**config.mk**
```make
export PLATFORM = sky130hd
export DESIGN_NAME = pcs_flow_core
export DESIGN_NICKNAME = d
export VERILOG_FILES = /design/src/core/pcs_pkg.sv /design/src/core/pcs_flow_core.sv /design/src/core/pcs_ret_stack.sv
export SDC_FILE = /design/constraint.sdc
export NUM_CORES = 1
export LEC_CHECK = 0
export ABC_AREA = 1
export BUFFER_PORTS_ARGS = -buffer_cell sky130_fd_sc_hd__buf_4
export CORE_MARGIN = 2
export CORE_UTILIZATION = 40
export DETAILED_ROUTE_END_ITERATION = 16
export PLACE_DENSITY = 0.56
export SLEW_MARGIN = 10
export SYNTH_ARGS = -nofsm -noshare
export SYNTH_HDL_FRONTEND = slang
export SYNTH_SLANG_ARGS = --single-unit
```
**constraint.sdc**
```tcl
create_clock -name clk -period 2.58 [get_ports clk]
set_clock_uncertainty 0.2 [all_clocks]
set_input_delay 0.387 -clock clk [delete_from_list [all_inputs] [get_ports clk]]
set_output_delay 0.387 -clock clk [all_outputs]
set_load 0.005 [all_outputs]
```
**src/core/pcs_pkg.sv**
```systemverilog
package pcs_pkg;
    // Widths and stack depth
    localparam int PC_W        = 13;
    localparam int BYTE_W      = 8;
    localparam int UPPER_W     = 5;
    localparam int JUMP_W      = 11;
    localparam int STK_DEPTH   = 8;
    localparam int STK_IDX_W   = 3;
    localparam int FILE_ADDR_W = 9;
    localparam int FILE_LOW_W  = 7;

    // Field positions within the high latch
    localparam int PAGE_HI = 4;
    localparam int PAGE_LO = 3;

    // Reset values, step sizes and fixed addresses
    localparam logic [PC_W-1:0]       PC_RESET     = 13'h0000;
    localparam logic [PC_W-1:0]       PC_STEP      = 13'h0001;
    localparam logic [PC_W-1:0]       INTR_VECTOR  = 13'h0004;
    localparam logic [UPPER_W-1:0]    LATCH_RESET  = 5'h00;
    localparam logic [BYTE_W-1:0]     FSR_RESET    = 8'h00;
    localparam logic [BYTE_W-1:0]     SELF_PTR     = 8'h00;
    localparam logic [FILE_LOW_W-1:0] INDIRECT_REG = 7'h00;
    localparam logic [STK_IDX_W-1:0]  IDX_RESET    = 3'h0;
    localparam logic [STK_IDX_W-1:0]  IDX_STEP     = 3'h1;
endpackage

```
**src/core/pcs_flow_core.sv**
```systemverilog
`timescale 1ns/1ps
module pcs_flow_core
    import pcs_pkg::*;
(
    // Clock and reset
    clk,
    rst_n,
    // Program flow requests from execution
    pc_step,
    pcl_wr,
    pcl_wdata,
    latch_wr,
    latch_wdata,
    jump_go,
    call_go,
    jump_addr,
    intr_go,
    ret_go,
    return_with_literal_go,
    return_from_interrupt_go,
    // Pointer and bank select
    fsr_wr,
    fsr_wdata,
    indirect_bank_select,
    // Register file access requests
    acc_req,
    acc_wr,
    acc_addr,
    // Program counter and registers
    pc_q,
    pc_high_latch_q,
    file_select_pointer_q,
    // Resolved register file access
    file_addr_q,
    file_rd_en_q,
    file_wr_en_q,
    file_rd_zero_q
);

    input  wire logic                   clk;
    input  wire logic                   rst_n;
    input  wire logic                   pc_step;
    input  wire logic                   pcl_wr;
    input  wire logic [BYTE_W-1:0]      pcl_wdata;
    input  wire logic                   latch_wr;
    input  wire logic [UPPER_W-1:0]     latch_wdata;
    input  wire logic                   jump_go;
    input  wire logic                   call_go;
    input  wire logic [JUMP_W-1:0]      jump_addr;
    input  wire logic                   intr_go;
    input  wire logic                   ret_go;
    input  wire logic                   return_with_literal_go;
    input  wire logic                   return_from_interrupt_go;
    input  wire logic                   fsr_wr;
    input  wire logic [BYTE_W-1:0]      fsr_wdata;
    input  wire logic                   indirect_bank_select;
    input  wire logic                   acc_req;
    input  wire logic                   acc_wr;
    input  wire logic [FILE_ADDR_W-1:0] acc_addr;
    output logic      [PC_W-1:0]        pc_q;
    output logic      [UPPER_W-1:0]     pc_high_latch_q;
    output logic      [BYTE_W-1:0]      file_select_pointer_q;
    output logic      [FILE_ADDR_W-1:0] file_addr_q;
    output logic                        file_rd_en_q;
    output logic                        file_wr_en_q;
    output logic                        file_rd_zero_q;

    ////////////////////////////////////////////////////////////////////////////////

    logic [PC_W-1:0]        pc_d;
    logic [PC_W-1:0]        stk_top;
    logic [PC_W-1:0]        jump_target;
    logic [PC_W-1:0]        pcl_target;
    logic [UPPER_W-1:0]     pc_upper_bits;
    logic [BYTE_W-1:0]      pc_low_byte;
    logic                   push_go;
    logic                   pop_any;
    logic                   pop_go;
    logic                   page_go;
    logic                   is_indirect;
    logic                   ind_self;
    logic [FILE_ADDR_W-1:0] ind_addr;
    logic [FILE_ADDR_W-1:0] file_addr_d;
    logic                   file_rd_en_d;
    logic                   file_wr_en_d;
    logic                   file_rd_zero_d;

    // Stack events; a push beats a pop if the core ever raises both
    assign push_go = intr_go | call_go;
    assign pop_any = ret_go | return_with_literal_go | return_from_interrupt_go;
    assign pop_go  = pop_any & ~push_go;
    assign page_go = call_go | jump_go;

    // Upper bits live only inside pc_q; so does the readable low byte, its bottom eight bits
    assign pc_low_byte   = pc_q[BYTE_W-1:0];
    assign pc_upper_bits = pc_q[PC_W-1:BYTE_W];

    // Candidate loads of the counter
    assign jump_target = {pc_high_latch_q[PAGE_HI:PAGE_LO], jump_addr};
    assign pcl_target  = {pc_high_latch_q, pcl_wdata};

    // Next counter, highest priority first
    assign pc_d = intr_go ? INTR_VECTOR
                : page_go ? jump_target
                : pop_go  ? stk_top
                : pcl_wr  ? pcl_target
                : pc_step ? pc_q + PC_STEP
                : pc_q;

    ////////////////////////////////////////////////////////////////////////////////

    // Return stack; the current counter is already the return address
    pcs_ret_stack u_stack (
        .clk       (clk),
        .rst_n     (rst_n),
        .push      (push_go),
        .pop       (pop_go),
        .push_data (pc_q),
        .top_data  (stk_top)
    );

    // Program counter; every reset clears the whole word
    always_ff @(posedge clk or negedge rst_n) begin
        if (!rst_n) begin
            pc_q <= PC_RESET;
        end else begin
            pc_q <= pc_d;
        end
    end

    // High latch changes only on its own write, never on push or pop
    always_ff @(posedge clk or negedge rst_n) begin
        if (!rst_n) begin
            pc_high_latch_q <= LATCH_RESET;
        end else if (latch_wr) begin
            pc_high_latch_q <= latch_wdata;
        end
    end

    // Pointer register
    always_ff @(posedge clk or negedge rst_n) begin
        if (!rst_n) begin
            file_select_pointer_q <= FSR_RESET;
        end else if (fsr_wr) begin
            file_select_pointer_q <= fsr_wdata;
        end
    end

    ////////////////////////////////////////////////////////////////////////////////

    // Indirect decode; the port has no storage, it only redirects the access
    assign is_indirect = acc_addr[FILE_LOW_W-1:0] == INDIRECT_REG;
    assign ind_addr    = {indirect_bank_select, file_select_pointer_q};
    assign ind_self    = is_indirect && file_select_pointer_q == SELF_PTR;
    assign file_addr_d = is_indirect ? ind_addr : acc_addr;

    // Self access: reads give zero, writes are dropped; flags stay with the core
    assign file_rd_en_d   = acc_req & ~acc_wr & ~ind_self;
    assign file_wr_en_d   = acc_req & acc_wr & ~ind_self;
    assign file_rd_zero_d = acc_req & ~acc_wr & ind_self;

    // Resolved access, one cycle behind the request
    always_ff @(posedge clk or negedge rst_n) begin
        if (!rst_n) begin
            file_addr_q    <= '0;
            file_rd_en_q   <= 1'b0;
            file_wr_en_q   <= 1'b0;
            file_rd_zero_q <= 1'b0;
        end else begin
            file_addr_q    <= file_addr_d;
            file_rd_en_q   <= file_rd_en_d;
            file_wr_en_q   <= file_wr_en_d;
            file_rd_zero_q <= file_rd_zero_d;
        end
    end

    ////////////////////////////////////////////////////////////////////////////////

    // Helper for checks: low after reset until the first edge
    logic started_q;
    always_ff @(posedge clk or negedge rst_n) begin
        if (!rst_n) begin
            started_q <= 1'b0;
        end else begin
            started_q <= 1'b1;
        end
    end

    ////////////////////////////////////////////////////////////////////////////////

    // Helper for checks: no load that outranks a plain step this cycle
    logic no_load;
    assign no_load = ~intr_go & ~page_go & ~pop_any & ~pcl_wr;
endmodule

```
**src/core/pcs_ret_stack.sv**
```systemverilog
`timescale 1ns/1ps
module pcs_ret_stack
    import pcs_pkg::*;
(
    // Clock and reset
    input  wire logic            clk,
    input  wire logic            rst_n,
    // Stack operations
    input  wire logic            push,
    input  wire logic            pop,
    input  wire logic [PC_W-1:0] push_data,
    output logic      [PC_W-1:0] top_data
);

    logic [STK_IDX_W-1:0] idx_q;
    logic [STK_IDX_W-1:0] idx_d;
    logic [STK_IDX_W-1:0] top_idx;
    logic [PC_W-1:0]      entry_q [STK_DEPTH];

    // Index wraps both ways; no overflow or underflow is ever flagged
    assign top_idx  = idx_q - IDX_STEP;
    assign idx_d    = push ? idx_q + IDX_STEP
                    : pop  ? top_idx : idx_q;
    assign top_data = entry_q[top_idx];

    // Hidden index, never leaves this module
    always_ff @(posedge clk or negedge rst_n) begin
        if (!rst_n) begin
            idx_q <= IDX_RESET;
        end else begin
            idx_q <= idx_d;
        end
    end

    // One flop word per entry; a push overwrites the oldest after eight
    genvar gi;
    generate
        for (gi = 0; gi < STK_DEPTH; gi++) begin : g_entry
            always_ff @(posedge clk or negedge rst_n) begin
                if (!rst_n) begin
                    entry_q[gi] <= PC_RESET;
                end else if (push && idx_q == STK_IDX_W'(gi)) begin
                    entry_q[gi] <= push_data;
                end
            end
        end
    endgenerate
endmodule

```
==> impl_metrics.env <==
export IMPL_end_kind="flip-flop"
export IMPL_drc_errors=0
export IMPL_clkTransAtPathRegs_ps=70
export IMPL_cts_htree_levels=4
export IMPL_ir_drop_uv=936.4
export IMPL_place_area_sq_um=7935
export IMPL_cts_buffers=17
export IMPL_area_delta_synth_final_pct=24.64
export IMPL_hold_violations=0
export IMPL_worst_setup_path_type="in -> reg"
export IMPL_cp_max_fo=10
export IMPL_synth_area_per_cell_sq_um=7.948
export IMPL_grt_overflow_total=0
export IMPL_yosysWarningCount=0
export IMPL_viasPerCell=5.052
export IMPL_dp_hpwl_mm=13.16
export IMPL_endpoint="file_addr_q[8]$_DFF_PN0_"
export IMPL_row_count=48
export IMPL_synth_top_cell_area_share_pct=51.18
export IMPL_drt_wl_total_mm=20.37
export IMPL_die_h_microns=137.1
export IMPL_worst_pin_slew_ps=666.6
export IMPL_cts_setup_buffers=0
export IMPL_io_buffers=93
export IMPL_die_w_microns=137.1
export IMPL_multiInputGateArea_sq_um=3027
export IMPL_clockRootBuffer="clkbuf_16"
export IMPL_crit_arrival_ps=2550
export IMPL_synthDistinctLibCells=32
export IMPL_r2r_start="u_stack.idx_q[1]$_DFFE_PN0P_"
export IMPL_insertion_delay_ps=420
export IMPL_place_congestion=0.8085
export IMPL_required_ps=2680
export IMPL_drv_cap=0
export IMPL_ys_ff_latch=145
export IMPL_period_share_pct=94.76
export IMPL_pwr_density_cell_nw_per_um2=1115
export IMPL_syn_area_sq_um=7089
export IMPL_finalSetupViolations=0
export IMPL_yosysSeqAreaShare_pct=51.18
export IMPL_n_antenna_cell=0
export IMPL_synth_nets=956
export IMPL_ff_latch_area_sq_um=3628
export IMPL_vias=6244
export IMPL_initialDrtViolationCount=364
export IMPL_fillers=1680
export IMPL_synthCells=892
export IMPL_setup_tns_ps=0
export IMPL_antenna_found_initial=0
export IMPL_reg2reg_to="pc_q[10]$_DFFE_PN0P_"
export IMPL_tritoncts="done"
export IMPL_hold_class="in -> reg"
export IMPL_cp_start_kind="primary input"
export IMPL_core_sq_um=17300
export IMPL_leakage_nw=4.239
export IMPL_reg2reg_slack_ps=320
export IMPL_drive_gt1_share_pct=16.22
export IMPL_start_util_pct=40.99
export IMPL_grt_pass1_wl_mm=32.93
export IMPL_dieArea_sq_um=18800
export IMPL_layout_nets=1062
export IMPL_slew_headroom_pct=55.51
export IMPL_cts_sinks=145
export IMPL_hold_depth=2
export IMPL_fmax_mhz=409.1
export IMPL_grt_pass1_vias=6179
export IMPL_first_pass_iters=5
export IMPL_clk_path_buf_depth=2
export IMPL_wl_per_cell_microns=16.48
export IMPL_rr_worst_depth=13
export IMPL_grt_usage_pct=23.12
export IMPL_status="finished, final reports clean"
export IMPL_worstSetupStartpoint="acc_addr[0]"
export IMPL_synth_top_area_cell="dfrtp_1"
export IMPL_report_final_slew_viol_count=0
export IMPL_grt_setup_unrepaired="no"
export IMPL_final_cell_area_sq_um=8836
export IMPL_hold_ws_ps=21.17
export IMPL_ant_nets=0
export IMPL_synth_area_leaders="dfrtp_1, nand2_1, o21ai_0"
export IMPL_io_pin_count=94
export IMPL_fin_crit_ps=2445
export IMPL_grt_max_degree=59
export IMPL_final_core_util_pct=51.09
[timing repair]
action / 4_1_cts / 5_1_grt
hold endpoints to repair: 81 / 0
hold buffers: 26 / 0
setup endpoints to repair: 0 / 1
gates resized for setup: 0 / 1
[per-layer routing]
| layer | GRT usage, % | share of wire [%] | up-vias |
|---|---|---|---|
| li1 | - | - | 3097 |
| met1 | 29.77 | 44 | 2963 |
| met2 | 37.20 | 48 | 149 |
| met3 | 4.630 | 3.8 | 35 |
| met4 | 11.23 | 3.7 | 0 |
| met5 | 0 | 0 | - |
[where the power goes]
part	total [W]	switching (W)	internal (W)	leakage [nW]
sequential	0.00348	0.000450	0.00303	1.85
combinational	0.00372	0.00245	0.00127	2.08
clock	0.00265	0.000978	0.00168	0.311
total	0.00985	0.00388	0.00598	4.24
[worst min path at each step]
stage | slack, ps | end | from
3_3_place_gp | 210 | u_stack.entry_q[92]$_DFFE_PN0P_ | rst_n
4_1_cts | 6 | pc_high_latch_q[4]$_DFFE_PN0P_ | latch_wr
5_1_grt | 30 | pc_high_latch_q[4]$_DFFE_PN0P_ | latch_wr
3_5_place_dp | 210 | u_stack.entry_q[92]$_DFFE_PN0P_ | rst_n
6_report | 20 | pc_high_latch_q[4]$_DFFE_PN0P_ | latch_wr
2_1_floorplan | -110 | file_addr_q[0]$_DFF_PN0_ | rst_n
[metrics by stage]
stage	total power (W)	setup WS (ps)	instances
finish	0.009854	135.3	1236
global route	0.01063	9.282	1236
CTS	0.009928	130.8	1236
detailed placement	0.007205	316.8	1178
global placement	0.007156	369.1	1178
floorplan	0.006010	391.8	892
[cell usage after synthesis, drive strengths merged]
master and number:
nor3 3, nand3 71, a21oi 15, xor2 3
clkbuf 11, buf 32, o22ai 4, o211ai 1
o21ai 142, nor4 2, nand2 330, ha 8
dfrtp 145, xnor2 1, inv 49, nand4 5
a22oi 1, clkinv 2, mux2 4, o21bai 7
nor2 56
[cells in the final DEF, fill, tap and decap left out, types with 3 or more instances in the layout]
cell type and instances:
nand2_1 323, dfrtp_1 145, o21ai_0 138, buf_4 101
nand3_1 65, nor2_1 51, inv_1 44, dlygate4sd3_1 26
clkbuf_16 17, a21oi_1 15, ha_1 8, o21bai_1 7
nand2_2 6, nand3_2 6, inv_2 5, nand4_1 5
mux2_2 4, o21ai_1 4, o22ai_1 4, bufinv_16 4
clkinv_4 4, nor3_1 3, nor2_4 3, xor2_1 3
[logic make-up (layout without fill, tap and decap cells)]
family	after synthesis	after routing	share of synthesized area, %
buffers and inverters	94	213	6.160
muxes	4	4	0.6353
AOI/OAI and AO/OA	170	170	12.39
DFF	145	145	51.18
xor gates and xnor gates	4	4	0.7590
and+or+nand+nor	467	467	27.46
adders and majority gates	8	8	1.412
[worst max-delay path: stages]
cell           delay (ps)
dlygate4sd3_1         540
buf_4                 140
nor4_1                400
nand2_2               220
mux2_2                310
dlygate4sd3_1         550
[registers in the layout, indices dropped and copies added (netlist names)]
| signal | cells |
|---|---|
| u_stack.entry_q | 104 |
| pc_q | 13 |
| file_addr_q | 9 |
| file_select_pointer_q | 8 |
| pc_high_latch_q | 5 |
| u_stack.idx_q | 3 |
| file_rd_en_q | 1 |
| file_rd_zero_q | 1 |
| file_wr_en_q | 1 |
[final cells by class]
class / count / area share, %
flip-flops and latches: 145 / 41.06
multi-input cells: 653 / 34.25
clock buffers: 20 / 5.169
well taps: 225 / 3.186
inverters: 51 / 2.167
repair buffers: 130 / 12.11
clock inverters: 12 / 2.053
Note: power is estimated with default switching activity, not from simulation.
